`config.mk`:
```
export PLATFORM = sky130hd
export DESIGN_NAME = static_table_access_port_tag_wake_regs
export DESIGN_NICKNAME = d
export VERILOG_FILES = /design/src/rtl/static_table_regs_pkg.sv /design/src/rtl/static_table_access_port_tag_wake_regs.sv
export SDC_FILE = /design/constraint.sdc
export NUM_CORES = 1
export LEC_CHECK = 0
export ABC_CLOCK_PERIOD_IN_PS = 6970
export BUFFER_PORTS_ARGS = -buffer_cell sky130_fd_sc_hd__clkbuf_2
export CORE_AREA = 2 2 162 164
export CTS_CLUSTER_DIAMETER = 60
export DETAILED_ROUTE_END_ITERATION = 16
export DIE_AREA = 0 0 164 166
export PLACE_DENSITY = 0.75
export SYNTH_ARGS = -nofsm -noshare
export SYNTH_HDL_FRONTEND = slang
export SYNTH_SLANG_ARGS = --single-unit
export TNS_END_PERCENT = 10
```
`constraint.sdc`:
```
create_clock -name mclk -period 6.97 [get_ports mclk]
set_input_delay 2.091 -clock mclk [delete_from_list [all_inputs] [get_ports mclk]]
set_output_delay 2.091 -clock mclk [all_outputs]
set_load 0.02 [all_outputs]
```
`src/rtl/static_table_regs_pkg.sv`:
```
// Constants for the static table access, port tag and wake event register slice.
// Assumes a 16-bit byte address bus with 32-bit data and one core clock.
package static_table_regs_pkg;
  // Global register offsets
  localparam logic [15:0] CTRL_OFS       = 16'h041C;
  localparam logic [15:0] ENTRY1_OFS     = 16'h0420;
  localparam logic [15:0] ENTRY2_OFS     = 16'h0424;
  localparam logic [15:0] ENTRY3_OFS     = 16'h0428;
  localparam logic [15:0] ENTRY4_OFS     = 16'h042C;
  localparam logic [15:0] INT_STATUS_OFS = 16'h0500;
  localparam logic [15:0] INT_MASK_OFS   = 16'h0504;
  // Per-port window: port number in the top nibble, offset in the low byte
  localparam logic [3:0]  PORT_PAGE      = 4'h0;
  localparam logic [7:0]  TAG_HIGH_OFS   = 8'h00;
  localparam logic [7:0]  TAG_LOW_OFS    = 8'h01;
  localparam logic [7:0]  WAKE_OFS       = 8'h13;
  localparam int          NUM_PORTS      = 3;
  localparam logic [2:0]  PHY_PORT_MASK  = 3'h3;
  // Control register fields
  localparam int          GO_BIT         = 7;
  localparam int          SEL_BIT        = 1;
  localparam int          ACT_BIT        = 0;
  localparam int          IDX_LSB        = 16;
  localparam int          IDX_W          = 6;
  localparam int          STATIC_IDX_W   = 4;
  localparam int          RSV_LSB        = 2;
  localparam int          RSV_W          = 5;
  localparam logic        SEL_MCAST      = 1'h1;
  localparam logic        ACT_READ       = 1'h1;
  localparam int          MCAST_WORD     = 1;
  localparam int          ENTRY_WORDS    = 4;
  // Default tag fields and reset values
  localparam int          PCP_LSB        = 5;
  localparam int          DEI_BIT        = 4;
  localparam logic [7:0]  TAG_HIGH_RESET = 8'h00;
  localparam logic [7:0]  TAG_LOW_RESET  = 8'h01;
  // Wake event bits
  localparam int          WAKE_PAT_BIT   = 2;
  localparam int          WAKE_LINK_BIT  = 1;
  localparam int          WAKE_NRG_BIT   = 0;
  localparam int          WAKE_W         = 3;
  // Interrupt status layout
  localparam int          INT_DONE_BIT   = 0;
  localparam int          INT_WAKE_LSB   = 1;
  localparam int          INT_W          = 4;
  // Access engine states
  typedef enum logic {
    ST_IDLE = 1'h0,
    ST_BUSY = 1'h1
  } access_state_type;
endpackage

```
`src/rtl/static_table_access_port_tag_wake_regs.sv`:
```
// Register slice: indirect static/multicast table access, per-port default tags,
// per-port wake event flags and a small interrupt block.
// Assumes the table engine runs on mclk; link and energy levels come from PHY logic
// in another domain and are synchronised here.
//
// Functional notes
// - Multicast table uses index bits 21:16.
// - Static table uses index bits 19:16.
// - Go bit starts access, clears itself.
// - Bit 1 selects multicast or static table.
// - Bit 0 selects read or write.
// - Static entries move through all four words.
// - Multicast entries move through word two only.
// - Entry word layout depends on table.
// - Port number in address top nibble.
// - Transceiver registers only on ports one, two.
// - Tag high byte holds PCP, DEI, VID high.
// - Tag low byte VID low, resets one.
// - Bit two flags wake pattern frame.
// - Bit one flags link-up, transceiver ports.
// - Bit zero flags cable energy, transceiver ports.
// - MAC-only port link/energy flags read zero.
//
// Design decision made here: the plain strobed port.
`timescale 1ns/1ps
`default_nettype none
module static_table_access_port_tag_wake_regs
  import static_table_regs_pkg::*;
(
  input  wire logic                   mclk,           // Core clock, 10 MHz
  input  wire logic                   rst_n,          // Synchronous reset
  input  wire logic [15:0]            addr,           // Register byte address
  input  wire logic [31:0]            wdata,          // Write data
  input  wire logic                   wr,             // Write strobe
  input  wire logic                   rd,             // Read strobe
  output logic      [31:0]            rdata,          // Read data, cycle after rd
  output logic                        irq,            // Level interrupt
  output logic                        eng_req,        // Table access request
  output logic                        eng_table_sel,  // 1 = multicast table
  output logic                        eng_read,       // 1 = read access
  output logic      [IDX_W-1:0]       eng_index,      // Entry address
  output logic      [31:0]            eng_wdata1,     // Entry word 1 to table
  output logic      [31:0]            eng_wdata2,     // Entry word 2 to table
  output logic      [31:0]            eng_wdata3,     // Entry word 3 to table
  output logic      [31:0]            eng_wdata4,     // Entry word 4 to table
  input  wire logic                   eng_ack,        // Access done pulse
  input  wire logic [31:0]            eng_rdata1,     // Entry word 1 from table
  input  wire logic [31:0]            eng_rdata2,     // Entry word 2 from table
  input  wire logic [31:0]            eng_rdata3,     // Entry word 3 from table
  input  wire logic [31:0]            eng_rdata4,     // Entry word 4 from table
  input  wire logic [NUM_PORTS-1:0]   wake_pattern,   // Pattern frame seen, pulse
  input  wire logic [NUM_PORTS-1:0]   link_up,        // Link up level, async
  input  wire logic [NUM_PORTS-1:0]   energy_seen,    // Cable energy level, async
  output logic      [NUM_PORTS*12-1:0] port_vid,      // Default VLAN id per port
  output logic      [NUM_PORTS*3-1:0] port_pcp,       // Default priority per port
  output logic      [NUM_PORTS-1:0]   port_dei,       // Default drop eligible
  output logic      [NUM_PORTS*WAKE_W-1:0] wake_event // Flags to wake logic
);

  // Bus decode, access engine and per-port storage all run on mclk; only
  // the link and energy levels arrive from elsewhere and are synchronised.
  // Access state and control fields
  access_state_type              state;        // Go bit reads one while busy
  logic             [IDX_W-1:0]  table_index;  // Shared index field
  logic             [RSV_W-1:0]  ctrl_rsv;     // Spare read/write bits
  logic                          table_sel;    // Target table
  logic                          action;       // Read or write
  logic             [31:0]       entry [ENTRY_WORDS]; // Shared entry words
  // Index 0 is port 1; index 2 is the MAC-only port
  // Per-port storage
  logic             [7:0]        tag_high [NUM_PORTS];
  logic             [7:0]        tag_low  [NUM_PORTS];
  logic             [WAKE_W-1:0] wake     [NUM_PORTS];
  // Two stages per bit; only the second stage is read by any logic
  // Synchronisers for PHY levels
  logic             [NUM_PORTS-1:0] link_meta;
  logic             [NUM_PORTS-1:0] link_sync;
  logic             [NUM_PORTS-1:0] nrg_meta;
  logic             [NUM_PORTS-1:0] nrg_sync;
  // Status bit 0 is access done, bits 3:1 one per port
  // Interrupt block
  logic             [INT_W-1:0]  int_status;
  logic             [INT_W-1:0]  int_mask;
  logic             [INT_W-1:0]  int_events;
  // Decode
  logic                          busy;
  logic                          ctrl_wr;
  logic             [NUM_PORTS-1:0] port_hit;
  logic             [31:0]       next_rdata;
  logic             [WAKE_W-1:0] wake_set [NUM_PORTS];

  assign busy    = (state == ST_BUSY);
  assign ctrl_wr = wr && (addr == CTRL_OFS);

  // Ports are numbered from one on the bus and from zero inside this module.
  // Pages other than zero belong to other register groups and are ignored.
  // Port window decode: top nibble is the port, page nibble must be zero
  always_comb begin
    for (int p = 0; p < NUM_PORTS; p++) begin
      port_hit[p] = (addr[15:12] == 4'(p + 1)) && (addr[11:8] == PORT_PAGE);
    end
  end

  // Levels only: a pulse shorter than one clock may be missed, which is
  // acceptable because link and energy states last far longer than that.
  // Reset clears both stages so no stale level raises a flag after reset.
  // Two-flop synchronisers for the PHY link and energy levels
  always_ff @(posedge mclk) begin
    if (!rst_n) begin
      link_meta <= '0;
      link_sync <= '0;
      nrg_meta  <= '0;
      nrg_sync  <= '0;
    end else begin
      link_meta <= link_up;
      link_sync <= link_meta;
      nrg_meta  <= energy_seen;
      nrg_sync  <= nrg_meta;
    end
  end

  // There is no timeout: an engine that never answers leaves go set, and
  // software can only recover by a reset of the whole slice.
  // A go write while busy is ignored rather than queued.
  // Access state: software raises go, the engine ack drops it
  always_ff @(posedge mclk) begin
    if (!rst_n) begin
      state <= ST_IDLE;
    end else begin
      unique case (state)
        ST_IDLE: begin
          // New access only taken from idle
          if (ctrl_wr && wdata[GO_BIT]) begin
            state <= ST_BUSY;
          end
        end
        ST_BUSY: begin
          // Self-clear once the table reports completion
          if (eng_ack) begin
            state <= ST_IDLE;
          end
        end
      endcase
    end
  end

  // The go bit itself is not stored here; it is the busy state above.
  // Reserved bits 31:22 and 15:8 are not stored and read back as zero.
  // Control fields; frozen while busy so the engine sees stable values
  always_ff @(posedge mclk) begin
    if (!rst_n) begin
      table_index <= '0;
      ctrl_rsv    <= '0;
      table_sel   <= 1'h0;
      action      <= 1'h0;
    end else if (ctrl_wr && !busy) begin
      table_index <= wdata[IDX_LSB +: IDX_W];
      ctrl_rsv    <= wdata[RSV_LSB +: RSV_W];
      table_sel   <= wdata[SEL_BIT];
      action      <= wdata[ACT_BIT];
    end
  end

  // Writes during an access are dropped so the engine never sees a word
  // change under it; software must wait for go to read zero first.
  // Write accesses leave all four words as software loaded them.
  // Entry words: software loads while idle, engine read data on completion
  always_ff @(posedge mclk) begin
    if (!rst_n) begin
      for (int w = 0; w < ENTRY_WORDS; w++) begin
        entry[w] <= '0;
      end
    end else if (busy) begin
      // Read result lands on the same edge the go bit clears
      if (eng_ack && (action == ACT_READ)) begin
        if (table_sel == SEL_MCAST) begin
          // Other words keep their contents for multicast reads
          entry[MCAST_WORD] <= eng_rdata2;
        end else begin
          entry[0] <= eng_rdata1;
          entry[1] <= eng_rdata2;
          entry[2] <= eng_rdata3;
          entry[3] <= eng_rdata4;
        end
      end
    end else if (wr) begin
      // Raw words; field meaning is up to the selected table
      if (addr == ENTRY1_OFS) entry[0] <= wdata;
      if (addr == ENTRY2_OFS) entry[1] <= wdata;
      if (addr == ENTRY3_OFS) entry[2] <= wdata;
      if (addr == ENTRY4_OFS) entry[3] <= wdata;
    end
  end

  // Only muxing on table_sel sits after the flops, so these stay stable for
  // the whole access because every source is frozen while busy.
  // Engine request side, all from flops
  always_comb begin
    eng_req       = busy;
    eng_table_sel = table_sel;
    eng_read      = action;
    // Static table sees only the low index bits
    if (table_sel == SEL_MCAST) begin
      eng_index = table_index;
    end else begin
      eng_index = {{(IDX_W - STATIC_IDX_W){1'h0}}, table_index[STATIC_IDX_W-1:0]};
    end
    // Multicast writes carry word two only; others are held at zero
    if (table_sel == SEL_MCAST) begin
      eng_wdata1 = '0;
      eng_wdata2 = entry[MCAST_WORD];
      eng_wdata3 = '0;
      eng_wdata4 = '0;
    end else begin
      eng_wdata1 = entry[0];
      eng_wdata2 = entry[1];
      eng_wdata3 = entry[2];
      eng_wdata4 = entry[3];
    end
  end

  // Byte-wide registers: only wdata[7:0] is used and the rest ignored.
  // Tags stay writable during a table access; they have no link to it.
  // Default tag registers per port
  always_ff @(posedge mclk) begin
    if (!rst_n) begin
      for (int p = 0; p < NUM_PORTS; p++) begin
        tag_high[p] <= TAG_HIGH_RESET;
        tag_low[p]  <= TAG_LOW_RESET;
      end
    end else if (wr) begin
      for (int p = 0; p < NUM_PORTS; p++) begin
        if (port_hit[p] && addr[7:0] == TAG_HIGH_OFS) tag_high[p] <= wdata[7:0];
        if (port_hit[p] && addr[7:0] == TAG_LOW_OFS)  tag_low[p]  <= wdata[7:0];
      end
    end
  end

  // The VLAN id spans both bytes: high nibble from tag_high, low byte from
  // tag_low, so a new id takes two writes and is briefly mixed between them.
  // Split tags into their fields for the forwarding logic
  always_comb begin
    for (int p = 0; p < NUM_PORTS; p++) begin
      port_pcp[p*3 +: 3]  = tag_high[p][PCP_LSB +: 3];
      port_dei[p]         = tag_high[p][DEI_BIT];
      port_vid[p*12 +: 12] = {tag_high[p][3:0], tag_low[p]};
    end
  end

  // Pattern pulses come from frame logic on mclk and need no synchroniser.
  // The MAC-only port has its link and energy inputs ignored entirely.
  // Wake event sources; link and energy gated to transceiver ports
  always_comb begin
    for (int p = 0; p < NUM_PORTS; p++) begin
      wake_set[p]                = '0;
      wake_set[p][WAKE_PAT_BIT]  = wake_pattern[p];
      wake_set[p][WAKE_LINK_BIT] = link_sync[p] && PHY_PORT_MASK[p];
      wake_set[p][WAKE_NRG_BIT]  = nrg_sync[p] && PHY_PORT_MASK[p];
    end
  end

  // A source still high keeps setting its flag, so a clear only sticks
  // once the condition has gone away.
  // Sticky wake flags; write-one clears, a new event wins over the clear
  always_ff @(posedge mclk) begin
    if (!rst_n) begin
      for (int p = 0; p < NUM_PORTS; p++) begin
        wake[p] <= '0;
      end
    end else begin
      for (int p = 0; p < NUM_PORTS; p++) begin
        if (wr && port_hit[p] && addr[7:0] == WAKE_OFS) begin
          wake[p] <= (wake[p] & ~wdata[WAKE_W-1:0]) | wake_set[p];
        end else begin
          wake[p] <= wake[p] | wake_set[p];
        end
      end
    end
  end

  // Masking here as well keeps the MAC port's unused bits at zero even if
  // the source gating above were ever changed.
  // Flags to the wake signalling logic
  always_comb begin
    for (int p = 0; p < NUM_PORTS; p++) begin
      wake_event[p*WAKE_W +: WAKE_W] = wake[p] & {1'h1, {2{PHY_PORT_MASK[p]}}};
    end
  end

  // One status bit per port, not per flag; the flag register tells which.
  // Interrupt events: access done plus any wake flag per port
  always_comb begin
    int_events               = '0;
    int_events[INT_DONE_BIT] = busy && eng_ack;
    for (int p = 0; p < NUM_PORTS; p++) begin
      int_events[INT_WAKE_LSB + p] = |wake_set[p];
    end
  end

  // Clearing on read means a second read of the status returns only the
  // events that arrived in between.
  // Sticky status, cleared by reading it; a same-cycle event survives
  always_ff @(posedge mclk) begin
    if (!rst_n) begin
      int_status <= '0;
    end else if (rd && addr == INT_STATUS_OFS) begin
      int_status <= int_events;
    end else begin
      int_status <= int_status | int_events;
    end
  end

  // Mask resets to zero so irq stays low until software enables it.
  // Mask register, one enables a status bit onto irq
  always_ff @(posedge mclk) begin
    if (!rst_n) begin
      int_mask <= '0;
    end else if (wr && addr == INT_MASK_OFS) begin
      int_mask <= wdata[INT_W-1:0];
    end
  end

  // Level interrupt while any unmasked status bit is set
  assign irq = |(int_status & int_mask);

  // Global offsets are matched first; anything else falls to the port window.
  // Bits above a register's width always read zero.
  // Read data selection; unmapped addresses read zero
  always_comb begin
    next_rdata = '0;
    unique case (addr)
      CTRL_OFS: begin
        next_rdata[IDX_LSB +: IDX_W] = table_index;
        next_rdata[GO_BIT]           = busy;
        next_rdata[RSV_LSB +: RSV_W] = ctrl_rsv;
        next_rdata[SEL_BIT]          = table_sel;
        next_rdata[ACT_BIT]          = action;
      end
      ENTRY1_OFS:     next_rdata = entry[0];
      ENTRY2_OFS:     next_rdata = entry[1];
      ENTRY3_OFS:     next_rdata = entry[2];
      ENTRY4_OFS:     next_rdata = entry[3];
      INT_STATUS_OFS: next_rdata[INT_W-1:0] = int_status;
      INT_MASK_OFS:   next_rdata[INT_W-1:0] = int_mask;
      default: begin
        // Per-port window
        for (int p = 0; p < NUM_PORTS; p++) begin
          if (port_hit[p]) begin
            if (addr[7:0] == TAG_HIGH_OFS) next_rdata[7:0] = tag_high[p];
            if (addr[7:0] == TAG_LOW_OFS)  next_rdata[7:0] = tag_low[p];
            if (addr[7:0] == WAKE_OFS) begin
              next_rdata[WAKE_W-1:0] = wake_event[p*WAKE_W +: WAKE_W];
            end
          end
        end
      end
    endcase
  end

  // Returning to zero between reads keeps stale data off the bus.
  // Read data stands only in the cycle after the strobe
  always_ff @(posedge mclk) begin
    if (!rst_n) begin
      rdata <= '0;
    end else if (rd) begin
      rdata <= next_rdata;
    end else begin
      rdata <= '0;
    end
  end

endmodule
`default_nettype wire

```
==> results.cfg, run 1 <==
[sta]
fin_hold_ws_ns = 0.435
max-slew-margin-rel_pct = 18.4
final_hold_viol_count = 0
worst_pin_slew_ns = 1.22
fmaxAchievable_mhz = 190
final.min_clock_period_ns = 5.27
setup_viol = 0
rsz0062_at_grt = no
post-route-period-util_pct = 75.6
setup_tns_ns = 0
clock_skew_ns = 0.00930
finalMaxSlewViolations = 0

[clock_tree]
cts_buffers = 28
clk_path_buf_depth = 3
clock_latency_ns = 0.55
clk_pin_slew_ns = 0.06
root_buffer = clkbuf_16
cts_num_sinks = 245
htree_levels = 1
post_cts_resized = 0
cts_tree = done
cts_setup_buffers = 0
hold_buffers = 0

[final_layout]
ff_latch_area_um2 = 6740
final_common_cell = clkbuf_2
stdcell_area_um2 = 15200
syn2layout_area_growth_pct = 28.3
nets = 1676
fill_cells = 2257
drive_gt1_share_pct = 34.4
layout_common_cells = 412 x clkbuf_2, 183 x edfxtp_1, 150 x nand2_1
multiInputGateArea_um2 = 4820

[synthesis]
synth-edff-count = 183
syn_area_per_cell_um2 = 10.8
yosysUniqueCellTypes = 59
synth-seq-area-share_pct = 56.8
ys_async_sr_fraction_pct = 0
synthCells = 1099
ys_ff_latch = 245
netlist_area_um2 = 11900
synth.yosys.warnings = 0
yosys_most_used_dff = edfxtp_1

[detailed_routing]
wl_per_cell_um = 25.1
vias = 11100
drt_iter0_drc = 1193
route.final.wire_length_mm = 46.3
firstDrtPassIters = 6
viasPerCell = 5.99
antenna_left = 0
drc = 0

[flow_run]
drv_cap = 0

[hold_path]
hold_path.class = flop to flop

[worst_setup_path]
arrival_ns = 5.43
path_class = primary input to flop
worstPathRequired_ns = 7.13
end_kind = flop
crit_fanout = 33
cp-start-kind = primary input

[grt]
grt_pass1_vias = 10900
antenna_found_initial = 5
grt-ovfl-total = 0
track_usage_pct = 32.9
grt_first_pass_wirelength_mm = 66.6
grt_max_degree = 65

[die]
die_w_um = 164
fp-row-count = 59
core_um2 = 25600
die_y_um = 166
die_area_um2 = 27200
io_pins = 417
start_util_pct = 46.3

[placed_design]
port_buffers = 412
placed_area_um2 = 14300
hpwl_mm = 32.5
gp_congestion = 0.913

[pwr]
p_per_area_nw_per_um2 = 228
ir_drop_v = 0.000183
leakage_nw = 6.06

[status]
status = completed
[flip-flops by register name (all words and copies together), names as in the netlist, 4 cells and up]
signal       cells
int_mask         4
tag_low         24
table_index      6
entry          128
int_status       4
rdata           32
tag_high        24
wake             7
ctrl_rsv         5
[metrics by stage]
stage | power, mW | cells | worst slack, ns | utilization (%)
2_1_floorplan | 1.84 | 1106 | 1.90 | -
3_3_place_gp | 2.02 | 1791 | 1.29 | 55.8
3_5_place_dp | 2.03 | 1791 | 1.24 | 55.8
4_1_cts | 3.47 | 1843 | 1.81 | 59.4
5_1_grt | 3.56 | 1845 | 1.60 | 59.4
6_report | 3.47 | 1846 | 1.70 | 59.4
[cell families (layout without fill, tap and decap cells)]
family / Yosys count / count (layout) / share of synthesized area [%]
DFF: 245 / 245 / 56.8
and+or+nand+nor: 416 / 416 / 19.0
other: 2 / 12 / 0.0633
muxes: 28 / 28 / 2.44
AOI/OAI and AO/OA: 312 / 312 / 18.2
buffers and inverters: 96 / 498 / 3.48
[layer usage]
metal,vias to the layer above,share of wire [%],track usage [%]
met5,-,0,0
met4,0,3.6,11.9
met3,97,11,8.74
met2,719,47,51.9
met1,5367,39,43.7
li1,4881,-,-
[Yosys cell counts, drive strengths merged (10+ instances only)]
library cell,count,area [um2]
nor2,14,52.6
mux2i,21,210
a22o,68,596
a21oi,79,395
nor3,14,75.1
nand4,13,81.3
o21ai,44,220
o21a,16,120
dfxtp,62,1240
edfxtp,183,5500
nand2,151,567
nor2b,118,738
nor4,13,109
clkbuf,72,270
and2,30,188
buf,20,128
a211oi,10,75.1
nand3,23,115
a22oi,51,383
[report_power, final]
part	switching, mW	internal (mW)	total, mW	leakage, nW
registers	0.0410	1.62	1.67	2.25
logic	0.223	0.115	0.338	3.36
clock network	0.608	0.860	1.47	0.445
total	0.872	2.60	3.47	6.06
[critical path, cell delays in order]
cell	delay [ns]
clkbuf_2	0.16
nor4b_2	0.71
nand4_1	0.57
or4b_2	0.76
buf_4	0.30
nand3_2	0.81
[worst paths after layout]
| path | start | end | slack, ns | cells past startpoint |
|---|---|---|---|---|
| min | link_meta[0] | link_sync[0] | 0.43 | 1 |
| max | addr[4] | entry[1][12] | 1.70 | 6 |
| max reg2reg | eng_req | entry[1][12] | 3.96 | 4 |
| min reg2reg | link_meta[0] | link_sync[0] | 0.43 | 1 |
[layout make-up]
class	count	share of cell area, %
Sequential cell	245	44.3
Multi-Input combinational cell	765	31.6
Timing Repair Buffer	442	15.1
Clock buffer	42	5.43
Tap cell	335	2.75
Clock inverter	10	0.617
Inverter	4	0.0987
Antenna cell	3	0.0493
(Power assumes the default switching activity.)
==> inputs of run 2 (changes only) <==
--- a/config.mk
+++ b/config.mk
@@ -5,13 +5,14 @@
 export SDC_FILE = /design/constraint.sdc
 export NUM_CORES = 1
 export LEC_CHECK = 0
-export ABC_CLOCK_PERIOD_IN_PS = 6970
+export ABC_AREA = 1
+export ABC_CLOCK_PERIOD_IN_PS = 5400
 export BUFFER_PORTS_ARGS = -buffer_cell sky130_fd_sc_hd__clkbuf_2
 export CORE_AREA = 2 2 162 164
 export CTS_CLUSTER_DIAMETER = 60
 export DETAILED_ROUTE_END_ITERATION = 16
 export DIE_AREA = 0 0 164 166
-export PLACE_DENSITY = 0.75
+export PLACE_DENSITY = 0.77
 export SYNTH_ARGS = -nofsm -noshare
 export SYNTH_HDL_FRONTEND = slang
 export SYNTH_SLANG_ARGS = --single-unit
==> constraint.sdc (replaced) <==
create_clock -name mclk -period 5.4 [get_ports mclk]
set_input_delay 1.62 -clock mclk [delete_from_list [all_inputs] [get_ports mclk]]
set_output_delay 1.62 -clock mclk [all_outputs]
set_load 0.02 [all_outputs]
==> run 2 against run 1 <==
Register-to-register slack worse by 2.0 ns. Cell area increased by 0.77%. Clock power increased by 20%. Critical path depth is 4 higher. Utilization grew 0.46 points. Area after synthesis up 2.3%. Largest power group unchanged. Highest routed layer unchanged.
==> results.cfg, run 2 <==
[worst_setup_path]
cp_slowest_cell = nor2_4
arrival_ns = 4.25
cp-start-kind = primary input
critPathMaxStageDelay_ns = 0.77
end_kind = flop
worst-path-buf-inv = 4
path_class = primary input to flop
crit_family = simple AND/OR/NAND/NOR gates
r2r_slack_ns = 1.95
cp_common_cell = nand2_1
worstPathRequired_ns = 5.67
crit_fanout = 51
crit_chain = clkbuf_2, inv_1, nor3_1, nand4_1, nand2_1, nor2_4, inv_2, buf_4, nand2_1, o21ai_0

[sta]
setup_viol = 0
final_hold_viol_count = 0
clock_skew_ns = 0.0274
rsz0062_at_grt = no
worst_pin_slew_ns = 1.22
post-route-period-util_pct = 73.6
fmaxAchievable_mhz = 252
max-slew-margin-rel_pct = 18.8
finalMaxSlewViolations = 0
final.min_clock_period_ns = 3.98
setup_tns_ns = 0

[die]
die_area_um2 = 27200
io_pins = 417
start_util_pct = 47.4
fp-row-count = 59
die_w_um = 164
die_y_um = 166
core_um2 = 25600

[grt]
grt_first_pass_wirelength_mm = 66.9
grt_pass1_vias = 11800
grt-ovfl-total = 0
track_usage_pct = 32.3
antenna_found_initial = 1
grt_max_degree = 103

[final_layout]
fin_util_pct = 59.9
layout_common_cells = 412 x clkbuf_2, 256 x nand2_1, 228 x inv_1
reg_top3 = entry (128), rdata (32)
fill_cells = 2216
largest-register = entry
drive_gt1_share_pct = 27.0
final_common_cell = clkbuf_2
instances_no_fill = 2198
largest_register_ffs = 128
nets = 2030
syn2layout_area_growth_pct = 26.4

[detailed_routing]
vias = 12400
antenna_left = 0
route.final.wire_length_mm = 45.9
drc = 0
viasPerCell = 5.63
wl_per_cell_um = 20.9
firstDrtPassIters = 6
drt_iter0_drc = 1726

[pwr]
p_per_area_nw_per_um2 = 277
p_int_mw = 3.17
ir_drop_v = 0.000205
p_switching_mw = 1.07
power.total_mw = 4.24
pwr-share-seq_pct = 49.7
swShare_pct = 25.3
p_comb_share_pct = 8.5
clockPowerShare_pct = 41.8
leakage_nw = 7.50

[placed_design]
dp_cells = 2146
gp_congestion = 0.935
port_buffers = 412
hpwl_mm = 31.8

[clock_tree]
clock_latency_ns = 0.55
root_buffer = clkbuf_16
clk_path_buf_depth = 3
clk_pin_slew_ns = 0.06
cts_tree = done
post_cts_resized = 0
htree_levels = 1
cts_setup_buffers = 0
hold_buffers = 0
cts_num_sinks = 245
cts_buffers = 27

[synthesis]
synth-seq-area-share_pct = 55.5
synth-edff-count = 183
yosys_most_used_dff = edfxtp_1
yosys-top-cells-area = edfxtp_1 45%, dfxtp_1 10%, nand2_1 8.0%
ys_async_sr_fraction_pct = 0
netlist_area_um2 = 12100
syn_area_per_cell_um2 = 8.33
synth_top_cells_by_count = 259 x nand2_1, 228 x inv_1, 183 x edfxtp_1, 176 x nor2_1, 169 x o21ai_0
ys_ff_latch = 245
yosysMostFrequentCell = nand2_1
synth_area_leader_cell = edfxtp_1
yosysUniqueCellTypes = 39
synth_top_area_share_pct = 45.3
synthCells = 1456
synth.yosys.warnings = 0

[status]
status = completed

[flow_run]
drv_cap = 0

[hold_path]
hold_path.class = flop to flop
-- run 2: layout make-up --
class	instances	area [um2]	area share [%]
sequential	245	6740	44.0
multi-input combinational	898	4230	27.6
timing repair buffer	435	2230	14.6
inverter	233	875	5.70
clock buffer	33	698	4.55
tap	335	419	2.73
clock inverter	17	138	0.898
antenna	2	5.00	0.0326
-- run 2: kinds of logic after synthesis --
| logic type | count (synthesis) | share of synthesized area [%] |
|---|---|---|
| other | 2 | 0.0619 |
| buffers and inverters | 320 | 10.3 |
| AOI/OAI and AO/OA | 298 | 13.6 |
| and+or+nand+nor | 591 | 20.5 |
| DFF | 245 | 55.5 |
-- run 2: worst reg2reg max path, stage by stage (launching register included) --
cell,delay [ns]
dfxtp_4,1.11
nor2_4,0.08
nand2_2,0.11
nand2_1,0.09
nor2_4,0.77
inv_2,0.30
buf_4,0.39
nand2_1,0.22
o21ai_0,0.12
-- run 2: worst paths after layout --
kind                                      to  cells past startpoint     startpoint
worst max-delay path            entry[0][11]                     10          rst_n
worst min-delay path            link_sync[1]                      2   link_meta[1]
worst max register to register  entry[0][11]                      8  eng_table_sel
worst min register to register  link_sync[1]                      2   link_meta[1]
-- run 2: power groups by stage --
| stage | logic [mW] | clock network, mW | registers [mW] |
|---|---|---|---|
| after global routing | 0.385 | 1.85 | 2.11 |
| after floorplan | 0.129 | 0 | 2.18 |
| final | 0.360 | 1.77 | 2.11 |
| after detailed placement | 0.356 | 0 | 2.15 |
| after global placement | 0.352 | 0 | 2.15 |
| after CTS | 0.358 | 1.77 | 2.11 |
-- run 2: layer usage --
metal	vias up	share of wire [%]	GRT usage, %
met2	915	47	53.9
met1	5713	36	40.5
met3	170	11	5.47
li1	5573	-	-
met5	-	0	0
met4	0	5.6	15.9
-- run 2: per-stage QoR --
stage	worst slack (ns)	hold slack, ns	area (um2)
after floorplan	1.54	0.390	12200
after global placement	1.05	0.397	14500
after detailed placement	0.987	0.406	14500
after CTS	1.53	0.417	15300
after global routing	1.34	0.450	15300
final	1.42	0.414	15300
